File: src/rtl/rse_params.svh
`ifndef RSE_PARAMS_SVH
`define RSE_PARAMS_SVH
// ----------------------------------------
// Widths and reset values
// ----------------------------------------
`define RSE_DATA_W      8
`define RSE_WDOG_W      8
`define RSE_PRE_W       8
`define RSE_WDOG_CLEAR  8'h00
`define RSE_PRE_CLEAR   8'h00
`define RSE_BYTE_ZERO   8'h00
`define RSE_NIB_W       4
`define RSE_MSB         7
`define RSE_LSB         0
`define RSE_POWER_DOWN_RESET 1'b1
`define RSE_EXPIRY_RESET     1'b1
`define RSE_DEST_W      1'b0
`define RSE_DEST_F      1'b1
`endif

File: src/rtl/rse_pkg.sv
package rse_pkg;
   // ----------------------------------------
   // Operation codes issued by the decoder
   // ----------------------------------------
   typedef enum logic [2:0] {
      RSE_OP_NONE,
      RSE_OP_ROTATE_LEFT_VIA_CARRY,
      RSE_OP_ROTATE_RIGHT_VIA_CARRY,
      RSE_OP_LITERAL_MINUS_WORKING,
      RSE_OP_SLEEP
   } rse_op_t;

   typedef enum logic {
      RSE_RUN,
      RSE_ASLEEP
   } rse_state_t;
endpackage : rse_pkg

File: src/rtl/rse_alu_if.sv
`timescale 1ns/1ps
`include "rse_params.svh"
// ----------------------------------------
// Operand and result carrier to the arithmetic unit
// ----------------------------------------
interface rse_alu_if;
   import rse_pkg::*;
   rse_op_t                  op;
   logic [`RSE_DATA_W-1:0]   file_val;
   logic [`RSE_DATA_W-1:0]   work_val;
   logic [`RSE_DATA_W-1:0]   literal;
   logic                     carry_in;
   logic [`RSE_DATA_W-1:0]   result;
   logic                     carry_out;
   logic                     digit_carry;
   logic                     zero;
   modport core (output op, file_val, work_val, literal, carry_in,
                 input result, carry_out, digit_carry, zero);
   modport alu  (input op, file_val, work_val, literal, carry_in,
                 output result, carry_out, digit_carry, zero);
endinterface : rse_alu_if

File: src/rtl/rse_alu.sv
`timescale 1ns/1ps
`include "rse_params.svh"
module rse_alu
   import rse_pkg::*;
(
   rse_alu_if.alu alu
);
   // ----------------------------------------
   // Combinational rotate and subtract datapath
   // ----------------------------------------
   logic [`RSE_DATA_W-1:0] diff;

   // Subtraction is k - W; carry is the no-borrow flag.
   always_comb begin
      diff            = alu.literal - alu.work_val;                     // [RULE8]
      alu.result      = alu.file_val;
      alu.carry_out   = alu.carry_in;
      alu.digit_carry = 1'b0;
      alu.zero        = 1'b0;
      unique case (alu.op)
         RSE_OP_ROTATE_LEFT_VIA_CARRY: begin
            alu.result    = {alu.file_val[`RSE_MSB-1:`RSE_LSB], alu.carry_in}; // [RULE1]
            alu.carry_out = alu.file_val[`RSE_MSB];                           // [RULE1]
         end
         RSE_OP_ROTATE_RIGHT_VIA_CARRY: begin
            alu.result    = {alu.carry_in, alu.file_val[`RSE_MSB:`RSE_LSB+1]}; // [RULE3]
            alu.carry_out = alu.file_val[`RSE_LSB];                           // [RULE3]
         end
         RSE_OP_LITERAL_MINUS_WORKING: begin
            alu.result      = diff;
            alu.carry_out   = (alu.work_val <= alu.literal);                 // [RULE10]
            alu.digit_carry = (alu.work_val[`RSE_NIB_W-1:0]
                               <= alu.literal[`RSE_NIB_W-1:0]);              // [RULE10]
            alu.zero        = (diff == `RSE_BYTE_ZERO);                      // [RULE10]
         end
         default: begin
         end
      endcase
   end
endmodule : rse_alu

File: src/rtl/rse_core.sv
// Contract
// [RULE1] Rotate left: old carry into bit 0, old bit 7 becomes carry.
// [RULE2] Destination bit 0 writes working register; 1 writes the file register.
// [RULE3] Rotate right: old carry into bit 7, old bit 0 becomes carry.
// [RULE4] Sleep clears the power-down flag.
// [RULE5] Sleep sets the watchdog expiry flag.
// [RULE6] Sleep clears the watchdog counter and its prescaler.
// [RULE7] After sleep the core stops and the oscillator is halted.
// [RULE8] Literal subtract computes literal minus working register, eight bits.
// [RULE9] Literal subtract result goes only to the working register.
// [RULE10] Carry and digit carry set when W not above k; zero on zero.
// [RULE11] Rotates take one cycle and change only the carry flag.
`timescale 1ns/1ps
`include "rse_params.svh"
module rse_core
   import rse_pkg::*;
(
   input  wire logic                   sys_clk,
   input  wire logic                   resetn,
   input  wire logic                   issue_valid,
   input  wire rse_op_t                issue_op,
   input  wire logic                   dest_sel,
   input  wire logic [`RSE_DATA_W-1:0] file_rd_data,
   input  wire logic [`RSE_DATA_W-1:0] literal,
   input  wire logic                   wake,
   input  wire logic                   watchdog_tick,
   output logic                        issue_ready,
   output logic                        file_wr_en,
   output logic [`RSE_DATA_W-1:0]      file_wr_data,
   output logic [`RSE_DATA_W-1:0]      working_reg,
   output logic                        carry_flag,
   output logic                        digit_carry_flag,
   output logic                        zero_flag,
   output logic                        power_down_flag,
   output logic                        watchdog_expiry_flag,
   output logic [`RSE_WDOG_W-1:0]      watchdog_counter,
   output logic                        osc_run
);
   // ----------------------------------------
   // State record
   // ----------------------------------------
   typedef struct packed {
      rse_state_t               state;
      logic                     fwe;
      logic [`RSE_DATA_W-1:0]   fwd;
      logic [`RSE_DATA_W-1:0]   w;
      logic                     c;
      logic                     dig;
      logic                     z;
      logic                     pwr_down;
      logic                     expiry;
      logic [`RSE_WDOG_W-1:0]   wdog;
      logic [`RSE_PRE_W-1:0]    pre;
   } rse_core_state_t;

   rse_core_state_t s_q;
   rse_core_state_t s_d;
   logic            go;

   rse_alu_if alu_bus ();

   // ----------------------------------------
   // Arithmetic unit
   // ----------------------------------------
   rse_alu u_alu (
      .alu (alu_bus.alu)
   );

   // File and literal operands come straight from the ports, W and carry from the state record, so each op finishes in one cycle.
   assign alu_bus.op       = issue_op;
   assign alu_bus.file_val = file_rd_data;
   assign alu_bus.work_val = s_q.w;
   assign alu_bus.literal  = literal;
   assign alu_bus.carry_in = s_q.c;

   // Nothing is taken while asleep, since the oscillator is stopped.
   assign issue_ready = (s_q.state == RSE_RUN);                          // [RULE7]
   assign go          = issue_valid && issue_ready;

   // ----------------------------------------
   // Next state
   // ----------------------------------------
   always_comb begin
      s_d     = s_q;
      s_d.fwe = 1'b0;
      // The prescaler feeds the counter; a carry out of it advances the counter.
      if (watchdog_tick) begin
         s_d.pre = s_q.pre + 1'b1;
         if (&s_q.pre) begin
            s_d.wdog = s_q.wdog + 1'b1;
         end
      end
      unique case (s_q.state)
         RSE_RUN: begin
            if (go) begin
               unique case (issue_op)
                  RSE_OP_ROTATE_LEFT_VIA_CARRY,
                  RSE_OP_ROTATE_RIGHT_VIA_CARRY: begin
                     s_d.c = alu_bus.carry_out;                          // [RULE11]
                     if (dest_sel == `RSE_DEST_F) begin
                        s_d.fwe = 1'b1;                                  // [RULE2]
                        s_d.fwd = alu_bus.result;
                     end else begin
                        s_d.w = alu_bus.result;                          // [RULE2]
                     end
                  end
                  RSE_OP_LITERAL_MINUS_WORKING: begin
                     s_d.w  = alu_bus.result;                            // [RULE9]
                     s_d.c  = alu_bus.carry_out;                         // [RULE10]
                     s_d.dig = alu_bus.digit_carry;                      // [RULE10]
                     s_d.z  = alu_bus.zero;
                  end
                  RSE_OP_SLEEP: begin
                     s_d.pwr_down = 1'b0;                                // [RULE4]
                     s_d.expiry   = 1'b1;                                // [RULE5]
                     s_d.wdog     = `RSE_WDOG_CLEAR;                     // [RULE6]
                     s_d.pre   = `RSE_PRE_CLEAR;                         // [RULE6]
                     s_d.state = RSE_ASLEEP;                             // [RULE7]
                  end
                  default: begin
                  end
               endcase
            end
         end
         RSE_ASLEEP: begin
            // Wake-up is owned by the surrounding core; this block only resumes.
            if (wake) begin
               s_d.state = RSE_RUN;
            end
         end
      endcase
   end

   // ----------------------------------------
   // State register
   // ----------------------------------------
   always_ff @(posedge sys_clk or negedge resetn) begin
      if (!resetn) begin
         s_q       <= '0;
         s_q.state <= RSE_RUN;
         s_q.pwr_down <= `RSE_POWER_DOWN_RESET;
         s_q.expiry   <= `RSE_EXPIRY_RESET;
      end else begin
         s_q <= s_d;
      end
   end

   assign file_wr_en           = s_q.fwe;
   assign file_wr_data         = s_q.fwd;
   assign working_reg          = s_q.w;
   assign carry_flag           = s_q.c;
   assign digit_carry_flag     = s_q.dig;
   assign zero_flag            = s_q.z;
   assign power_down_flag      = s_q.pwr_down;
   assign watchdog_expiry_flag = s_q.expiry;
   assign watchdog_counter     = s_q.wdog;
   assign osc_run              = (s_q.state == RSE_RUN);                 // [RULE7]
endmodule : rse_core

File: config.mk
export PLATFORM = sky130hd
export DESIGN_NAME = rse_core
export DESIGN_NICKNAME = d
export VERILOG_FILES = /design/src/rtl/rse_pkg.sv /design/src/rtl/rse_alu_if.sv /design/src/rtl/rse_alu.sv /design/src/rtl/rse_core.sv
export VERILOG_INCLUDE_DIRS = /design/src /design/src/rtl
export SDC_FILE = /design/constraint.sdc
export NUM_CORES = 1
export LEC_CHECK = 0
export BUFFER_PORTS_ARGS = -buffer_cell sky130_fd_sc_hd__buf_4
export CAP_MARGIN = 20
export CORE_ASPECT_RATIO = 0.8
export CORE_MARGIN = 5
export CORE_UTILIZATION = 36
export CTS_CLUSTER_DIAMETER = 50
export DETAILED_ROUTE_END_ITERATION = 6
export GPL_ROUTABILITY_DRIVEN = 0
export PLACE_DENSITY = 0.56
export SYNTH_ARGS = -nofsm -noshare
export SYNTH_HDL_FRONTEND = slang
export SYNTH_SLANG_ARGS = --single-unit
File: constraint.sdc
create_clock -name sys_clk -period 4.8 [get_ports sys_clk]
set_clock_uncertainty 0.05 [all_clocks]
set_input_delay 0.48 -clock sys_clk [delete_from_list [all_inputs] [get_ports sys_clk]]
set_output_delay 0.48 -clock sys_clk [all_outputs]
set_load 0.005 [all_outputs]
# Word-level counts from Yosys, hierarchy flattened
# Index checks and enable logic that the tools add are counted.
word_totals:
  register_bits: 38
  latch_bits: 0
  ramBits: 0
  mem_bits_ro: 0
  inputBits: 25
  output_inout_bits: 32
  memories: 0
classes:
  addsub: 3
  n_mul: 0
  div: 0
  order_cmp: 2
  n_eq_ne: 5
  n_shift: 0
  n_mux: 15
  bitwise: 1
  n_reduce_logical: 10
ops:
  columns: ["cell", "n"]
  rows:
  - ["$mux W39", 1]
  - ["$mux W38", 1]
  - ["$pmux W8 S3", 1]
  - ["$mux W18", 1]
  - ["$mux W9", 2]
  - ["$pmux W9 S2", 1]
  - ["$add A8 B1 Y8 const B", 2]
  - ["$mux W16", 1]
  - ["$mux W8", 2]
  - ["$reduce_and A3 Y1", 3]
  - ["$le A8 B8 Y1", 1]
  - ["$logic_not A8 Y1", 1]
  - ["$reduce_and A4 Y1", 2]
  - ["$reduce_and A8 Y1", 1]
  - ["$sub A8 B8 Y8", 1]
  - ["$eq A3 B2 Y1 const B", 2]
  - ["$le A4 B4 Y1", 1]
  - ["$eq A3 B1 Y1 const B", 1]
  - ["$eq A3 B3 Y1 const B", 1]
  - ["$pmux W1 S3", 1]
  - ["$mux W1", 2]
  - ["$mux W2", 1]
  - ["$ne A2 B2 Y1 const B", 1]
  - ["$pmux W1 S2", 1]
  - ["4 further kinds", 4]

# Depth between registers and ports, before layout
# Gate-level depths: netlist (run 1).
depth:
  ltp_word: 6
  depth_mapped: 10

# Hierarchy
# A second synthesis (run 1) with hierarchy kept.
hier_totals:
  hier_cells: 300
  hier_area_um2: 2808.9
by_module_without_submodules:
  columns: ["mod", "n_inst", "cells_each", "area_per_inst_um2", "seq_area_each_um2"]
  rows:
  - ["rse_core", 1, 157, 1875.5, 952.2]
  - ["rse_alu", 1, 143, 933.4, 0.0]

# Worst setup path after synthesis (run 1)
# No wires, ideal clock.
synth_timing:
  path_kind: "in2reg"
  startpoint: "input literal[0]"
  endpoint: "register s_q (netlist bit working_reg[6])"
  t_arrival_ps: 2082
  slack_ps: 2540
  stages: 9
  n_path_buf: 0
  path_cell_list: "inv_1 > ha_1 > inv_1 > fa_1 > a21o_1 > a41oi_1 > xor2_1 > o221ai_1 > mux2_1"
synth_between:
  elab_chain_cells: 4
synth_rtl:
  columns: ["item", "line_no", "source"]
  rows:
  - ["start, declared", "rse_core.sv:24", "input wire logic [`RSE_DATA_W-1:0] literal,"]
  - ["$sub A8 B8 Y8 *", "rse_alu.sv:15", "diff = alu.literal - alu.work_val;"]
  - ["$pmux W8 S3 *", "rse_alu.sv:20", "unique case (alu.op)"]
  - ["$mux W8", "rse_core.sv:100", "if (dest_sel == `RSE_DEST_F) begin"]
  - ["$pmux W9 S2 *", "rse_core.sv:96", "unique case (issue_op)"]
  - ["end, declared", "rse_core.sv:56", "rse_core_state_t s_q;"]
# Every way passes the cells marked *; elsewhere a longest branch is shown, timed or not. The select of a mux whose other input is x is not followed.
# A chain may end at the register's enable or synchronous reset.

# Final worst setup path (run 1)
layout_timing:
  startpoint: "register s_q (netlist bit working_reg[0])"
  endpoint: "register s_q (netlist bit working_reg[6])"
layout_between:
  elab_chain_cells: 4
layout_rtl:
  columns: ["item", "line_no"]
  rows:
  - ["$sub A8 B8 Y8 *", "rse_alu.sv:15"]
  - ["$pmux W8 S3 *", "rse_alu.sv:20"]
  - ["$mux W8", "rse_core.sv:100"]
  - ["$pmux W9 S2 *", "rse_core.sv:96"]
# Marked as above.

==> metrics, run 1 <==
mean number of vias per cell=roughly 5; syn nets=about 330; die area=just over 9000 um2; vias in the first global route=just over 2000; Setup TNS=0 ns; Synth Flop Type=dfrtp_1; Port-buffer cells=55; grt total ovfl=0; count leader, synth=dfrtp_1; type of origin of the critical path=flip-flop; Netlist cell types=52; CTS resizes=0; worst-margin pin slew=about 0.94 ns; Max Freq=about 0.42 GHz; min Tclk post-route=between 2 and 2.5 ns; largest net degree at the start of global routing=39; Max-Cap Viols=0; r2r endpoint=working_reg[6]$_DFFE_PN0P_; Final setup viols=0; met2 usage=21.1%; CTS Sinks=38; ANT nets after route=0; Die Width=roughly 110 um; Psw=just under 0.4 mW; worst flop-to-flop path startpoint=working_reg[0]$_DFFE_PN0P_; combinational power share=between 30 and 40%; status=complete, no violations; Req. time, crit path=~4.9 ns; cts bufs inserted=5; final worst-path cycle share=between 40% and 50%; RSZ-0062 raised after global routing=false; Netlist Area Pre-Place=2630 um2; clk_lat worst skew=between 0.2 and 0.3 ns; syn_area_per_cell=a little over 9 um2; internal power=0.725 mW; Sequential Power Share=approximately 40%; Final #Nets=351; maximum VDD drop=approximately 130 uV; post-route insts no fill=399; area leader, netlist=dfrtp_1; Setup crit end kind=flip-flop; Max-slew headroom=about 37%; most flop-heavy register=s_q; area delta synth->final=13.3%; post-DR wirelength/cell=roughly 16 um; utilization after layout=~43%; worst hold path class=in -> async; num ports=57; Max clock buf depth=2; CTS tree=yes; TritonRoute pass-1 iters=4; share of layout cells above drive strength 1=between 20% and 30%; Vias=2004; P_leak=between 1 and 1.5 nW; R2R depth=8; met1 Resource Use GR=~20%; fin area=2980 um2; critical path type=reg -> reg; R2R setup slack=2.44 ns; asr flop ratio synth=100%; Iter 0 DRT Violations=94; Remaining DRCs=0; number of diodes=0; Inst Count DP=391; WL final=6.21 mm; Total Routing Usage GR=around 14%; post-placement cell area=just under 3000 um2; CP max FO=4; cell count after synthesis=287; Clock Pin Slew Worst Setup and Hold Paths=0.08 ns; met3 Usage GRT=3.43%; Synth top area share=between 30% and 40%; Initial Utilization=between 30% and 40%; max reg flops=9; die height=~86 um; commonest cells in the netlist=dfrtp_1 (37), nor2_1 (28), buf_4 (27), nand2_1 (16), inv_1 (15); CTS HTree Levels=2; Final HPWL DP=between 4 and 5 mm; grt peak-use layer=met2; Area contributors post-synth=dfrtp_1 (35%), buf_4 (7.7%), ha_1 (6.7%); Rows=27; Power Density=373 nW/um2; max-slew violations=0; Clk pwr share=between 20% and 30%; Worst Path Arrival=2.49 ns; switching share of power=a little over a third; number of synthesized flops with an enable pin=0; Fin. Hold Viols=0; hold_buf cts=0; #FFs+latches synth=38; Core ar.=approximately 7000 um2; YS warnings=0; global-route wire length before repair=10.4 mm; Post-CTS Setup Repair Bufs=0; Seq/Total Area, Yosys=36.2%; initial antenna violation count=0; clock root buffer=clkbuf_8
==> power groups by stage <==
| stage | Combinational (mW) | Sequential (mW) | Clock [mW] |
|---|---|---|---|
| after floorplan | 0.337 | 0.436 | 0 |
| after global placement | 0.433 | 0.456 | 0 |
| after detailed placement | 0.434 | 0.455 | 0 |
| after CTS | 0.437 | 0.450 | 0.242 |
| after global routing | 0.491 | 0.461 | 0.256 |
| final | 0.432 | 0.448 | 0.233 |
==> critical path: stages, from the launching register on <==
cell	delay (ns)
dfrtp_1	0.40
ha_1	0.19
inv_1	0.05
fa_1	0.40
a21o_1	0.20
a41oi_1	0.24
xor2_1	0.25
o221ai_1	0.16
mux2_1	0.30
==> per-layer routing <==
| metal | up-vias | wire length, um | part of all wire (%) |
|---|---|---|---|
| li1 | 1015 | - | - |
| met1 | 922 | 3130 | 50 |
| met2 | 60 | 2620 | 42 |
| met3 | 7 | 380 | 6.1 |
| met4 | 0 | 76 | 1.2 |
| met5 | - | 0 | 0 |
==> worst max path at each step <==
stage,cells after the start,slack [ns],endpoint,from
global route,8,2.32,working_reg[6]$_DFFE_PN0P_,working_reg[0]$_DFFE_PN0P_
floorplan,9,2.54,working_reg[6]$_DFFE_PN0P_,literal[0]
global placement,10,2.26,working_reg[6]$_DFFE_PN0P_,literal[0]
detailed placement,10,2.23,working_reg[6]$_DFFE_PN0P_,literal[0]
CTS,8,2.44,working_reg[6]$_DFFE_PN0P_,working_reg[0]$_DFFE_PN0P_
finish,8,2.44,working_reg[6]$_DFFE_PN0P_,working_reg[0]$_DFFE_PN0P_
==> logic make-up (layout without fill, tap and decap cells) <==
| group | after synthesis | in the layout | synth area share, % |
|---|---|---|---|
| AOI/OAI and AO/OA | 58 | 58 | 14.3 |
| DFF | 38 | 38 | 36.2 |
| buffers and inverters | 57 | 82 | 12.8 |
| adders and majority gates | 16 | 16 | 7.84 |
| muxes | 14 | 14 | 6.23 |
| other | 1 | 1 | 0.142 |
| and+or+nand+nor | 84 | 84 | 16.2 |
| xor gates and xnor gates | 19 | 19 | 6.32 |
==> cell usage in the layout (no fill, tap or decap), drive strengths merged, types with 2 or more instances in the layout <==
master and instances:
a41oi 2, o31a 2, a22oi 3, o21bai 2
o221ai 2, inv 19, nor2 28, o22ai 2
ha 14, xor2 13, buf 55, nor3 4
o21ai 14, nand2 16, clkbuf 7, nor2b 9
xnor2 6, a31oi 3, a21oi 13, o21a 4
nand3 7, mux2 10, nand2b 5, and3 3
dfrtp 37, o211ai 2, nand4 8, mux2i 4
==> metrics by stage <==
step	hold slack, ns	setup slack (ns)	power, mW
floorplan	0.134	2.54	0.772
global placement	0.423	2.26	0.888
detailed placement	0.426	2.23	0.889
CTS	0.121	2.44	1.13
global route	0.146	2.32	1.21
finish	0.111	2.44	1.11
==> area by class of cell <==
class / count / area [um2]
Clock buffer: 7 / 86.3
Tap cell: 87 / 109
Clock inverter: 1 / 5.00
Multi-Input combinational cell: 192 / 1340
Timing Repair Buffer: 55 / 413
Inverter: 19 / 73.8
Sequential cell: 38 / 952
Fill cell: 681 / 4010
Power figures use the tool's default switching activity.
==> inputs of run 2 (changes only) <==
Settings changed: PLACE_DENSITY 0.56 to 0.58.
Clock period 4.8 ns to 2 ns, I/O delays scaled along.
==> run 2 against run 1 <==
- the flow now finishes with violations (negative setup slack)
- first-iteration DRC count is 13% higher
- flip-flop and latch count stayed put
- global-route usage about the same
- sequential power is 140% higher
- worst setup slack lost 2.5 ns
- critical path depth unchanged
- cell area rose by 12%
==> metrics, run 2 (same netlist as run 1, synthesis figures left out) <==
Max-slew headroom=66.0% (+29 points); Total Routing Usage GR=14.1% (+0.041 points); Worst Path Arrival=2.24 ns (-0.25 ns); die height=86.5 um (unchanged); Clock Pin Slew Worst Setup and Hold Paths=0.08 ns (about the same); global-route wire length before repair=10.5 mm (+0.80%); largest net degree at the start of global routing=39 (unchanged); status=complete, but fails checks; min Tclk post-route=2.11 ns (-0.252 ns); most frequent cells in the layout=buf_4 (76), dfrtp_1 (37), nor2_1 (28); cts bufs inserted=5 (unchanged); area delta synth->final=26.9%; die area=9130 um2 (unchanged); Final #Nets=373 (+6.3%); share of layout cells above drive strength 1=37.4% (+12 points); post-DR wirelength/cell=15.5 um (-0.28%); combinational power share=42.2% (+3.4 points); Vias=2166 (+8.1%); switching share of power=32.2% (-2.6 points); Max Freq=0.474 GHz (+12%); worst-margin pin slew=0.510 ns (-0.427 ns); number of diodes=0 (unchanged); Hold Slack=0.0144 ns (-0.0964 ns); CP endpoint=working_reg[6]$_DFFE_PN0P_; WL final=6.53 mm (+5.2%); critical path type=reg -> reg; fin area=3340 um2 (+12%); utilization after layout=47.8% (+5.2 points); Die Width=106 um (unchanged); Port-buffer cells=55 (unchanged); most flop-heavy register=s_q; final worst-path cycle share=105% (+56 points); CTS Sinks=38 (unchanged); type of origin of the critical path=flip-flop; Setup Slack @ Placement=-0.204 ns (-2.44 ns); Fillers=670 (-1.6%); mean number of vias per cell=5.14 (+2.4%); Fin. Hold Viols=0 (unchanged); initial antenna violation count=0 (unchanged); CTS tree=yes; failing checks=negative setup slack; R2R depth=8 (unchanged); final worst setup slack=-0.109 ns (-2.55 ns); ANT nets after route=0 (unchanged); Sequential Power Share=32.5% (-7.8 points); Initial Utilization=37.6% (unchanged); Buf+Inv Stages, Crit Path=1 (unchanged); Remaining DRCs=0 (unchanged); worst flop-to-flop path startpoint=working_reg[0]$_DFFE_PN0P_; CP Launch Point=working_reg[0]$_DFFE_PN0P_; CTS HTree Levels=2 (unchanged); vias in the first global route=2052 (+1.2%); RSZ-0062 raised after global routing=true; max-slew violations=0 (unchanged); Clk pwr share=25.4% (+4.5 points); post-route insts no fill=421 (+5.5%); Rows=27 (unchanged); maximum VDD drop=351 uV (+170%); crit-path max cell delay=0.36 ns (-0.04 ns); Req. time, crit path=2.13 ns (-2.80 ns); post-placement cell area=3050 um2 (+5.7%); clk_lat worst skew=0.29 ns (about the same); Crit. path cell count=8 (unchanged); worst hold path class=in -> reg; Max-Cap Viols=0 (unchanged); Crit-path slowest cell=dfrtp_1; Pwr Total=3.26 mW (+190%); critical path cell sequence=ha_2 > inv_2 > fa_2 > a21o_1 > a41oi_2 > xor2_1 > o221ai_2 > mux2_4; CP top delay family=adder cells; FF+latch area=952 um2 (unchanged); Final setup viols=4 (+4); Inst Count DP=410 (+4.9%); worst hold start=wake; Core ar.=6990 um2 (unchanged); Power Density=977 nW/um2 (+160%); r2r endpoint=working_reg[6]$_DFFE_PN0P_; internal power=2.21 mW (+210%); TritonRoute pass-1 iters=4 (unchanged); max reg flops=9 (unchanged); Max clock buf depth=2 (unchanged); most common cell after layout, fill and taps aside=buf_4; R2R setup slack=-0.11 ns (-2.55 ns); area of the multi-input gates=1480 um2 (+11%); num ports=57 (unchanged); Final HPWL DP=4.90 mm (+3.0%); Setup TNS=-0.300 ns (-0.300 ns); CP max FO=2 (-2); grt total ovfl=0 (unchanged); Iter 0 DRT Violations=106 (+13%); Setup crit end kind=flip-flop; Psw=1.05 mW (+170%); clock root buffer=clkbuf_8; P_leak=1.59 nW (+11%)
## run 2: cell types whose count changed in the layout (fill, tap and decap cells not counted), moves of 2 or more
cell / before / now
a21oi_4: 0 / 2
a21oi_1: 13 / 8
ha_1: 14 / 9
mux2_2: 6 / 3
ha_4: 0 / 2
a21oi_2: 0 / 3
buf_4: 55 / 76
mux2_4: 3 / 7
bufinv_16: 0 / 2
ha_2: 0 / 3
## run 2: worst min-delay path by stage
stage,end,cells past startpoint
finish,s_q[38]$_DFF_PN0_,2
global route,s_q[38]$_DFF_PN0_,2
CTS,s_q[38]$_DFF_PN0_,2
detailed placement,watchdog_counter[4]$_DFF_PN0_,1
global placement,watchdog_counter[4]$_DFF_PN0_,1
floorplan,asynchronous set/reset pin,0
## run 2: area by class of cell
cell class,instances,area share [%]
clock buffers,6,2.47
clock inverters,2,1.80
inverters,19,2.21
multi-input cells,192,44.4
flip-flops and latches,38,28.5
well taps,87,3.26
repair buffers,77,17.4
## run 2: routing by layer
layer  track usage, %  vias to the layer above  routed length [um]
met5                0                        -                   0
met4             4.12                        0                  81
met3             3.20                        7                 441
met2             20.1                       69                2850
met1             21.2                     1038                3170
li1                 -                     1052                   -
## run 2: power by group through the flow
stage | Combinational (mW) | Sequential, mW | Clock, mW
2_1_floorplan | 0.833 | 1.05 | 0
4_1_cts | 1.29 | 1.06 | 0.845
3_3_place_gp | 1.22 | 1.07 | 0
5_1_grt | 1.52 | 1.09 | 0.874
3_5_place_dp | 1.22 | 1.08 | 0
6_report | 1.38 | 1.06 | 0.828
## run 2: timing repair
item | 4_1_cts | 5_1_grt
hold endpoints to repair | 37 | 0
buffers inserted | 1 | 1
pin swaps | 5 | 10
endpoints found under the setup margin | 9 | 15
gates resized for setup | 9 | 15
hold buffers | 1 | 0
## run 2: worst reg2reg max path: cells and delay by family (launching register included)
kind | cells | cell delay [ns]
adder cells (fa/ha/maj) | 2 | 0.52
multiplexers | 1 | 0.29
flip-flops | 1 | 0.36
buffers and inverters | 1 | 0.04
AO/OA/AOI/OAI | 3 | 0.51
XOR/XNOR | 1 | 0.23
